--- src/verilog/sbi_pkg.sv ---
`default_nettype none
package sbi_pkg;
  // Address decode
  localparam logic [3:0] ADDR_HI_FIXED = 4'hc;
  localparam logic [7:0] ADDR_LO_PG = 8'h00;
  localparam logic [7:0] ADDR_LO_QC = 8'h01;
  // Control register fields
  localparam int CTL_PG_RST_PULSE = 0;
  localparam int CTL_PG_RUN = 1;
  localparam int CTL_QC_RST_PULSE = 2;
  localparam int CTL_SEL_LO = 3;
  localparam int CTL_LED = 5;
  localparam int CTL_DRV_EN = 6;
  localparam int CTL_TWO_PHASE = 7;
  localparam logic [7:0] CTRL_RESET = 8'h80;
  // Command byte layout
  localparam int CMD_GRP_LO = 6;
  localparam logic [1:0] GRP_CTRL = 2'h0;
  localparam logic [1:0] GRP_MODE = 2'h1;
  localparam logic [1:0] GRP_STOP = 2'h2;
  localparam int CMD_START = 0;
  localparam int CMD_HIGH = 4;
  localparam int MODE_STOPS_EN = 1;
  localparam int MODE_ORIGIN = 2;
  localparam int MODE_NEG = 3;
  localparam int STOP_SOFT_RST = 0;
  localparam int STOP_DECEL = 1;
  // Status byte layout
  localparam int ST_EL_NEG = 0;
  localparam int ST_EL_POS = 1;
  localparam int ST_ORG = 2;
  localparam int ST_BUSY = 6;
  localparam int ST_IRQ = 7;
  // Timing
  localparam int CLK_HZ = 250_000_000;
  localparam int CLK_PERIOD_NS = 4;
  localparam int RST_PULSE_NS = 100;
  localparam int RST_PULSE_CYC = (RST_PULSE_NS + CLK_PERIOD_NS - 1) / CLK_PERIOD_NS;
  localparam int WD_TIMEOUT_US = 100_000;
  localparam int WD_CYC_DEFAULT = WD_TIMEOUT_US / CLK_PERIOD_NS * 1000;
  // Pulse rate scaling
  localparam int RATE_W = 13;
  localparam int MULT_W = 16;
  localparam int ACC_W = 40;
  localparam int MULT_PPS = 732;
  localparam real PPS_SCALE = 1.000576331967;
  localparam logic [ACC_W-1:0] PPS_MOD = ACC_W'(longint'(real'(CLK_HZ) * real'(MULT_PPS) / PPS_SCALE));
endpackage
`default_nettype wire

--- src/verilog/sbi_pulse_gen.sv ---
`timescale 1ns/1ps
`default_nettype none
module sbi_pulse_gen
  import sbi_pkg::*;
#(
  parameter int RW = RATE_W,
  parameter int MW = MULT_W
)
(
  // Clock and reset
  input wire logic clk,
  input wire logic rst_n,
  input wire logic hard_rst,
  // Command port
  input wire logic cmd_stb,
  input wire logic [7:0] cmd_data,
  // Rates and inputs
  input wire logic [RW-1:0] low_speed_rate,
  input wire logic [RW-1:0] high_speed_rate,
  input wire logic [MW-1:0] rate_multiplier,
  input wire logic limit_neg_n,
  input wire logic limit_pos_n,
  input wire logic origin_n,
  // Results
  output logic [7:0] status,
  output logic step_pulse,
  output logic step_dir,
  output logic irq
);
  if (RW + MW >= ACC_W)
    $error("sbi_pulse_gen: rate and multiplier too wide");

  typedef struct packed {
    logic running;
    logic neg;
    logic origin_mode;
    logic stops_en;
    logic high;
    logic irq;
    logic el_neg;
    logic el_pos;
    logic org;
    logic pulse;
    logic [ACC_W-1:0] acc;
  } sbi_pg_t;

  sbi_pg_t r_reg, r_next;
  logic [ACC_W-1:0] inc;
  logic [ACC_W-1:0] sum;
  logic hit;

  // Next state; a stop hit sets irq after a soft reset clears it
  always_comb
  begin
    r_next = r_reg;
    r_next.pulse = 1'b0;
    inc = ACC_W'(r_reg.high ? high_speed_rate : low_speed_rate) * ACC_W'(rate_multiplier);
    sum = r_reg.acc + inc;
    hit = 1'b0;
    r_next.el_neg = ~limit_neg_n;
    r_next.el_pos = ~limit_pos_n;
    r_next.org = ~origin_n;
    if (r_reg.running)
    begin
      // Rate accumulator: one pulse per PPS_MOD of rate times multiplier
      if (sum >= PPS_MOD)
      begin
        r_next.acc = sum - PPS_MOD;
        r_next.pulse = 1'b1;
      end
      else
        r_next.acc = sum;
      hit = (r_reg.stops_en && (r_reg.neg ? r_reg.el_neg : r_reg.el_pos))
        || ((r_reg.stops_en || r_reg.origin_mode) && r_reg.org);
    end
    if (cmd_stb)
    begin
      unique case (cmd_data[CMD_GRP_LO +: 2])
        GRP_MODE:
        begin
          r_next.neg = cmd_data[MODE_NEG];
          r_next.origin_mode = cmd_data[MODE_ORIGIN];
          r_next.stops_en = cmd_data[MODE_STOPS_EN];
        end
        GRP_CTRL:
          if (cmd_data[CMD_START])
          begin
            r_next.running = 1'b1;
            r_next.high = cmd_data[CMD_HIGH];
            r_next.acc = '0;
          end
        GRP_STOP:
        begin
          if (cmd_data[STOP_SOFT_RST])
          begin
            r_next.running = 1'b0;
            r_next.irq = 1'b0;
          end
          if (cmd_data[STOP_DECEL])
            r_next.running = 1'b0;
        end
        default:
          r_next = r_next;
      endcase
    end
    if (hit)
    begin
      r_next.running = 1'b0;
      r_next.irq = 1'b1;
    end
    // Hard reset stops output and clears every register
    if (hard_rst)
      r_next = '0;
  end

  always_ff @(posedge clk or negedge rst_n)
  begin
    if (!rst_n)
      r_reg <= '0;
    else
      r_reg <= r_next;
  end

  // Status byte read at generator address 0
  always_comb
  begin
    status = 8'h00;
    status[ST_EL_NEG] = r_reg.el_neg;
    status[ST_EL_POS] = r_reg.el_pos;
    status[ST_ORG] = r_reg.org;
    status[ST_BUSY] = r_reg.running;
    status[ST_IRQ] = r_reg.irq;
  end

  assign step_pulse = r_reg.pulse;
  assign step_dir = ~r_reg.neg;
  assign irq = r_reg.irq;
endmodule
`default_nettype wire

--- src/verilog/sbi_bus_if.sv ---
`timescale 1ns/1ps
`default_nettype none
// Summary of operation
// - Respond only when upper address byte equals jumper nibble above 1100.
// - Lower byte 0 selects pulse generator; 1 reads counter, writes control.
// - Upper address byte is kept, so a new lower byte alone retargets.
// - Four jumper bits, 0 to 15, form the upper byte's high nibble.
// - Control value a7 gives two-phase, driver off, select 00, lamp on, resets.
// - Low pulse on control bit 1 hard-resets the pulse generator.
// - Board reset resets both chips, driver off, two-phase, select 00.
// - Any counter-address read restarts the watchdog, counter chip or not.
// - Addressed board pulls data line 0 low in a presence read.
// - Interrupt request holds until a generator soft reset command or a generator hard reset.
// - Generator address 0 reads the status byte with interrupt indication.
// - Two control bits drive the board select outputs, codes 00 to 11.
// - A control bit turns the motor driver output on; zero is off.
// - A control bit turns the indicator lamp on; zero is off.
// - Writes at generator address 0 go to its command register.
// - Continuous move runs until stop command, reset, or enabled limit/origin.
// - Direction picks sign; speed selects low or high rate.
// - Origin mode pulses until origin input, same stops as continuous move.
// - With multiplier 732, pulse rate is rate value times 1.000576331967 per second.
module sbi_bus_if
  import sbi_pkg::*;
#(
  parameter int WD_CYCLES = WD_CYC_DEFAULT,
  parameter int RW = RATE_W,
  parameter int MW = MULT_W
)
(
  // Clock and reset
  input wire logic sys_clk,
  input wire logic rst_n,
  // Bus address cycles
  input wire logic addr_hi_stb,
  input wire logic addr_lo_stb,
  input wire logic [7:0] addr_byte,
  // Bus data cycles
  input wire logic wr_stb,
  input wire logic [7:0] wr_data,
  input wire logic rd_stb,
  input wire logic presence_read_cycle,
  output logic [7:0] bus_data_out,
  output logic [7:0] bus_data_oe,
  // Board straps
  input wire logic [3:0] jumper_header,
  // Quadrature counter chip
  input wire logic [7:0] qc_rd_data,
  output logic qc_rd_stb,
  output logic qc_reset_n,
  // Driver and board outputs
  output logic drv_enable,
  output logic two_phase,
  output logic [1:0] board_sel,
  output logic indicator_lamp,
  output logic wd_timeout,
  // Motion inputs and setup
  input wire logic limit_neg_n,
  input wire logic limit_pos_n,
  input wire logic origin_n,
  input wire logic [RW-1:0] low_speed_rate,
  input wire logic [RW-1:0] high_speed_rate,
  input wire logic [MW-1:0] rate_multiplier,
  // Motion outputs
  output logic step_pulse,
  output logic step_dir,
  output logic irq
);
  if (WD_CYCLES < 2)
    $error("sbi_bus_if: WD_CYCLES must be at least 2");
  if (RST_PULSE_CYC > 255)
    $error("sbi_bus_if: reset pulse too long for its counter");

  typedef struct packed {
    logic [7:0] hi;
    logic hi_valid;
    logic [7:0] lo;
    logic [7:0] ctrl;
    logic [7:0] pg_rst_cnt;
    logic [7:0] qc_rst_cnt;
    logic pg_hold;
    logic qc_rst_n;
    logic [31:0] wd_cnt;
    logic wd_out;
    logic [7:0] data_out;
    logic [7:0] data_oe;
    logic qc_stb;
  } sbi_bus_t;

  sbi_bus_t r_reg, r_next;
  logic rst_meta_reg;
  logic rst_sync_reg;
  logic match;
  logic pg_sel;
  logic qc_sel;
  logic pg_cmd_stb;
  logic [7:0] pg_status;

  // Reset release through two flops; assertion stays asynchronous
  always_ff @(posedge sys_clk or negedge rst_n)
  begin
    if (!rst_n)
    begin
      rst_meta_reg <= 1'b0;
      rst_sync_reg <= 1'b0;
    end
    else
    begin
      rst_meta_reg <= 1'b1;
      rst_sync_reg <= rst_meta_reg;
    end
  end

  // Board match and target decode
  always_comb
  begin
    match = r_reg.hi_valid && (r_reg.hi == {jumper_header, ADDR_HI_FIXED});
    pg_sel = match && (r_reg.lo == ADDR_LO_PG);
    qc_sel = match && (r_reg.lo == ADDR_LO_QC);
    pg_cmd_stb = wr_stb && pg_sel;
  end

  // Next state of the bus side
  always_comb
  begin
    r_next = r_reg;
    r_next.data_oe = 8'h00;
    r_next.data_out = 8'h00;
    r_next.qc_stb = 1'b0;
    // Address bytes; the upper one persists across lower-only cycles
    if (addr_hi_stb)
    begin
      r_next.hi = addr_byte;
      r_next.hi_valid = 1'b1;
    end
    if (addr_lo_stb)
      r_next.lo = addr_byte;
    // Reset pulse timers count down to zero
    if (r_reg.pg_rst_cnt != 8'h00)
      r_next.pg_rst_cnt = r_reg.pg_rst_cnt - 8'h01;
    if (r_reg.qc_rst_cnt != 8'h00)
      r_next.qc_rst_cnt = r_reg.qc_rst_cnt - 8'h01;
    // Watchdog runs until it expires, then holds
    if (r_reg.wd_cnt < 32'(WD_CYCLES - 1))
      r_next.wd_cnt = r_reg.wd_cnt + 32'h1;
    else
      r_next.wd_out = 1'b1;
    // Control register write; it has no read path
    if (wr_stb && qc_sel)
    begin
      r_next.ctrl = wr_data;
      if (wr_data[CTL_PG_RST_PULSE])
        r_next.pg_rst_cnt = 8'(RST_PULSE_CYC);
      if (wr_data[CTL_QC_RST_PULSE])
        r_next.qc_rst_cnt = 8'(RST_PULSE_CYC);
    end
    // Register reads: answer is driven for one cycle
    if (rd_stb && pg_sel)
    begin
      r_next.data_out = pg_status;
      r_next.data_oe = 8'hff;
    end
    else if (rd_stb && qc_sel)
    begin
      r_next.data_out = qc_rd_data;
      r_next.data_oe = 8'hff;
      r_next.qc_stb = 1'b1;
      r_next.wd_cnt = 32'h0;
      r_next.wd_out = 1'b0;
    end
    else if (presence_read_cycle && match)
    begin
      r_next.data_out = 8'h00;
      r_next.data_oe = 8'h01;
    end
    // Chip reset levels; generator held while run bit is low
    r_next.pg_hold = !r_next.ctrl[CTL_PG_RUN] || (r_next.pg_rst_cnt != 8'h00);
    r_next.qc_rst_n = (r_next.qc_rst_cnt == 8'h00);
  end

  // Board reset loads driver off, two-phase, select 00, chips in reset
  always_ff @(posedge sys_clk or negedge rst_sync_reg)
  begin
    if (!rst_sync_reg)
    begin
      r_reg <= '0;
      r_reg.ctrl <= CTRL_RESET;
      r_reg.pg_hold <= 1'b1;
      r_reg.qc_rst_n <= 1'b0;
      r_reg.qc_rst_cnt <= 8'(RST_PULSE_CYC);
    end
    else
      r_reg <= r_next;
  end

  // Pulse generator
  sbi_pulse_gen #(
    .RW(RW),
    .MW(MW)
  ) u_pulse_gen (
    .clk(sys_clk),
    .rst_n(rst_sync_reg),
    .hard_rst(r_reg.pg_hold),
    .cmd_stb(pg_cmd_stb),
    .cmd_data(wr_data),
    .low_speed_rate(low_speed_rate),
    .high_speed_rate(high_speed_rate),
    .rate_multiplier(rate_multiplier),
    .limit_neg_n(limit_neg_n),
    .limit_pos_n(limit_pos_n),
    .origin_n(origin_n),
    .status(pg_status),
    .step_pulse(step_pulse),
    .step_dir(step_dir),
    .irq(irq)
  );

  // Outputs straight from flops
  assign bus_data_out = r_reg.data_out;
  assign bus_data_oe = r_reg.data_oe;
  assign qc_rd_stb = r_reg.qc_stb;
  assign qc_reset_n = r_reg.qc_rst_n;
  assign drv_enable = r_reg.ctrl[CTL_DRV_EN];
  assign two_phase = r_reg.ctrl[CTL_TWO_PHASE];
  assign board_sel = r_reg.ctrl[CTL_SEL_LO +: 2];
  assign indicator_lamp = r_reg.ctrl[CTL_LED];
  assign wd_timeout = r_reg.wd_out;
endmodule
`default_nettype wire

--- config.mk ---
export PLATFORM = sky130hd
export DESIGN_NAME = sbi_bus_if
export DESIGN_NICKNAME = d
export VERILOG_FILES = /design/src/verilog/sbi_pkg.sv /design/src/verilog/sbi_pulse_gen.sv /design/src/verilog/sbi_bus_if.sv
export SDC_FILE = /design/constraint.sdc
export NUM_CORES = 1
export LEC_CHECK = 0
export BUFFER_PORTS_ARGS = -buffer_cell sky130_fd_sc_hd__clkbuf_2
export CORE_MARGIN = 3
export CORE_UTILIZATION = 55
export CTS_CLUSTER_DIAMETER = 60
export DETAILED_ROUTE_END_ITERATION = 8
export PLACE_DENSITY = 0.82
export SETUP_SLACK_MARGIN = 0.02
export SYNTH_ARGS = -nofsm -noshare
export SYNTH_HDL_FRONTEND = slang
export SYNTH_HIERARCHICAL = 1
export SYNTH_SLANG_ARGS = --single-unit
--- constraint.sdc ---
create_clock -name sys_clk -period 8.85 [get_ports sys_clk]
set_input_delay 2.655 -clock sys_clk [delete_from_list [all_inputs] [get_ports sys_clk]]
set_output_delay 2.655 -clock sys_clk [all_outputs]
set_load 0.005 [all_outputs]
== Word level (Yosys, flattened, before mapping) ==
Cells that the tools add are included.

* Add/sub/neg operators: 5
* Multiply operators: 1
* Magnitude comparators: 2
* Eq/ne operators: 6
* Muxes and demuxes: 34
* Bitwise operators: 4
* Reductions and logical operators: 32

{| class="wikitable"
|+ Operators by type and width
! operator !! number
|-
| 40-bit 2-to-1 mux || 3
|-
| 50-bit 2-to-1 mux || 2
|-
| 33-bit 2-to-1 mux || 2
|-
| 41-bit 2-to-1 mux || 1
|-
| 40-bit adder || 1
|-
| 40-bit by 38-bit >= comparator with 1-bit output (second input constant) || 1
|-
| 40-bit by 16-bit multiplier with 40-bit output || 1
|-
| 40-bit by 38-bit subtractor with 40-bit output (second input constant) || 1
|-
| 32-bit by 1-bit adder with 32-bit output (second input constant) || 1
|-
| 32-bit by 25-bit < comparator with 1-bit output (second input constant) || 1
|-
| 16-bit 2-to-1 mux || 2
|-
| 32-bit 2-to-1 mux || 1
|-
| 8-bit 2-to-1 mux || 4
|-
| 8-bit nonzero test || 3
|-
| 18-bit 2-to-1 mux || 1
|-
| 8-bit zero test || 2
|-
| 8-bit by 1-bit subtractor with 8-bit output (second input constant) || 2
|-
| 1-bit 2-to-1 mux || 15
|-
| 13-bit 2-to-1 mux || 1
|-
| 1-bit logical AND || 10
|-
| 3-bit nonzero test || 3
|-
| 8-bit by 1-bit == test with 1-bit output (second input constant) || 1
|-
| 8-bit == test || 1
|-
| 2-bit nonzero test || 4
|-
| other kinds (14) || 20
|}

* Register bits after elaboration: 145
* Bits of input ports: 80
* Logic and storage cells: 111

== Longest topological paths before layout ==
* Word-level depth: 11
* Depth in mapped cells: 31
* Depth with buffers taken out: 28

== Cells and area by module ==
The synthesis kept the hierarchy.

{| class="wikitable"
|+ Modules (own cells, without submodules)
! module !! times used !! cells an instance !! area each (µm²) !! sequential area each (µm²)
|-
| sbi_pulse_gen || 1 || 1379 || 11703.7 || 1251.2
|-
| sbi_bus_if || 1 || 418 || 4414.2 || 2183.3
|}

== Worst setup path after synthesis ==
Ideal clock, no wire load.

* Path kind: in2reg
* Start point: in high_speed_rate[1]
* End point: reg u_pulse_gen/r_reg[39] (netlist name)
* Setup time: 0.069 ns
* Arrival time: 9.638 ns
* Setup slack: -0.858 ns
* Stages: 28
* Buffers on the path: 3
* Path through: mux2_2 clkbuf_1 and2_1 fa_1 inv_1 fa_1 inv_1 fa_1 fa_1 fa_1 inv_1 fa_1 inv_1 ha_1 buf_4 a21oi_2 o21ai_2 o31ai_2 a31oi_4 o31a_1 xnor2_1 a211o_1 o211ai_4 or3b_1 buf_2 or3_1 or3_1 nand3_1

{| class="wikitable"
|+ RTL lines
! what !! RTL line !! RTL
|-
| from (decl) || sbi_bus_if.sv:62 || <nowiki>input wire logic [RW-1:0] high_speed_rate,</nowiki>
|-
| to (signal assigned) || sbi_pulse_gen.sv:121 || <nowiki>r_reg <= r_next;</nowiki>
|-
| to (decl) || sbi_pulse_gen.sv:47 || <nowiki>sbi_pg_t r_reg, r_next;</nowiki>
|}

==> flow_summary.json <==
{
  "outcome": "finished, violations left",
  "violations": "DRC, setup timing",
  "start_kind": "input pin",
  "fp.dieArea_um2": 31400,
  "clock_sinks": 137,
  "first_pass_iters": 8,
  "synth_ff_type": "dfrtp_1",
  "finalHoldViolCount": 0,
  "synth.distinct_cells": 105,
  "grt_max_degree": 69,
  "critPathMostFrequentCell": "fa_1",
  "critPathBufInv": 8,
  "cts_htree_levels": 4,
  "grt_pass1_wl_um": 75700,
  "initial_core_util_pct": 56.0,
  "nets": 2458,
  "setup_tns_ns": -18.14,
  "wire_per_inst_um": 20.3,
  "gr-total-overflow": 0,
  "clk_pin_slew_ns": 0.07,
  "worstPathArrival_ns": 10.12,
  "setup_slack_ns": -0.939,
  "post_synth_instance_area_um2": 16100,
  "ys_top_cells_by_area": "fa_1, dfrtp_1, ha_1",
  "ys_top_cells_by_count": "inv_1, nand2_1, fa_1, dfrtp_1",
  "setup-violations-final": 24,
  "core_um2": 28800,
  "hold_class": "reg2reg",
  "max_slew_margin_pct": 38.5,
  "cts_hold_buf": 0,
  "synth_top_area_cell": "fa_1",
  "placed_cell_area_um2": 18200,
  "place_hpwl_um": 32100,
  "drtAntennaViolNets": 0,
  "vias": 15000,
  "finalMaxSlewViolations": 0,
  "finalCoreUtilization_pct": 71.6,
  "clk_latency_ns": 0.42,
  "largest_register_ffs": 67,
  "synth_warnings": 6,
  "rsz0062_at_grt": "yes",
  "crit_type": "in2reg",
  "synthCells": 1797,
  "drt_iter0_drc": 1778,
  "max_freq_ghz": 0.102,
  "numCtsBuffers": 17,
  "yosysMostFrequentCell": "inv_1",
  "ys_seq_area_share_pct": 21.3,
  "fillCellCount": 1886,
  "die_w_um": 177,
  "grt_util_all_layers_pct": 29.7,
  "cts_root_buffer": "clkbuf_16",
  "cp_slowest_stage_delay_ns": 0.64,
  "die_h_um": 177,
  "clk_path_buf_depth": 2,
  "synth_seq_cells": 137,
  "drc": 1,
  "cp-end-kind": "flop",
  "grt_pass1_vias": 15576,
  "path_max_fanout": 6,
  "worst_path_max_delay_cell": "fa_1",
  "io_pins": 107,
  "r2r_setup_slack_ns": 0.59,
  "wl_um": 50800,
  "finalCriticalPeriod_ns": 9.79,
  "synth_top_area_share_pct": 22.5,
  "fin_area_um2": 20600,
  "diodes": 0,
  "drive_gt1_share_pct": 31.9,
  "gp_congestion": 0.944,
  "maxCapViolCount": 0,
  "cts_tree": "done",
  "worst_slew_pin_slew_ns": 0.922,
  "io_buffers": 106,
  "required_ns": 9.18,
  "finClkSkew_ns": 0.00862,
  "area_growth_pct": 27.9,
  "antenna_found_initial": 0,
  "rows": 62,
  "avgSynthCellArea_um2": 8.97,
  "cp_top_family": "adder cells",
  "synthArstFlopShare_pct": 100,
  "fin_crit_sh_pct": 111,
  "synth_edf_count": 0,
  "viasPerCell": 6.00
}
worst paths after layout:
| check | from | end | depth (start not counted) |
|---|---|---|---|
| max in group asynchronous | rst_n | rst_sync_reg | 1 |
| max | low_speed_rate[9] | u_pulse_gen/r_reg[26] | 29 |
| min reg2reg | rst_meta_reg | rst_sync_reg | 0 |
| min in group asynchronous | rst_sync_reg | r_reg[84] | 0 |
| max reg2reg | u_pulse_gen/r_reg[45] | u_pulse_gen/r_reg[26] | 29 |
| min | rst_meta_reg | rst_sync_reg | 0 |
worst register-to-register path: cells and delay by family (launching register included):
kind / cells / cell delay [ns]
AOI/OAI and AO/OA: 7 / 1.51
xor gates and xnor gates: 1 / 0.21
adders and majority gates: 7 / 3.44
buffers and inverters: 8 / 1.20
DFF: 1 / 0.35
muxes: 1 / 0.42
and+or+nand+nor: 5 / 1.05
placed cells by master (no fill, tap or decap), types with 10 or more instances in the layout:
cell type  netlist  final
a21o_1          11     11
a21oi_1         78     56
a21oi_2          7     17
a21oi_4          0     12
and2_1         105     91
and2_4           0     14
and3_1          19     18
buf_4           29    234
buf_6            3     42
clkbuf_16        0     17
clkbuf_2         1    105
dfrtp_1        132    130
fa_1           181    175
ha_1            94     79
ha_4             0     14
inv_1          270    258
inv_2            0     12
mux2_2          36     25
mux2_4           0     13
mux2i_1         42     40
nand2_1        206    194
nand2b_1        10     10
nand3_1         36     33
nand4_1         17     17
nor2_1         105     99
nor3_1          28     21
o211ai_1        16     16
o21ai_0         51     37
o21ai_1         13     14
o21ai_2          5     12
or3_1           17     16
xnor2_1         31     21
xnor2_2          4     11
xor2_1          30     25
layout make-up:
class | count | area, µm² | share of cell area (%)
Clock buffer | 18 | 439 | 2.13
Clock inverter | 14 | 153 | 0.740
Inverter | 271 | 1020 | 4.93
Multi-Input combinational cell | 1293 | 12300 | 59.7
Sequential cell | 137 | 3440 | 16.7
Tap cell | 384 | 480 | 2.33
Timing Repair Buffer | 383 | 2790 | 13.5
kinds of logic after synthesis:
family                     synth area share [%]
adders and majority gates                  29.8
AOI/OAI and AO/OA                          11.0
DFF                                        21.3
and+or+nand+nor                            19.4
buffers and inverters                      9.62
xor gates and xnor gates                   3.72
muxes                                      5.12
other                                    0.0466
repair_timing:
item / 4_1_cts / 5_1_grt
endpoints found under the setup margin: 24 / 24
resized for setup: 175 / 81
cloned: 4 / 0
buffers inserted: 64 / 23
pin swaps: 77 / 38
hold endpoints to repair: 0 / 0
per-layer routing:
layer | track usage (%) | share of wire [%] | up-vias
met5 | 0 | 0 | -
met4 | 11.9 | 6.3 | 0
met3 | 3.90 | 7.0 | 307
met2 | 52.5 | 50 | 904
met1 | 36.8 | 36 | 7364
li1 | - | - | 6425
metrics by stage:
| stage | hold slack (ns) | worst slack [ns] | std cells |
|---|---|---|---|
| global route | 0.381 | -1.08 | 2500 |
| detailed placement | 0.336 | -1.15 | 2381 |
| finish | 0.362 | -0.939 | 2500 |
| CTS | 0.363 | -0.365 | 2480 |
| floorplan | 0.331 | -0.646 | 1799 |
| global placement | 0.339 | -1.06 | 2381 |
Power is left out: the tool's default activity adds up to more than one toggle a clock period on the data nets, which glitch-free logic cannot reach.
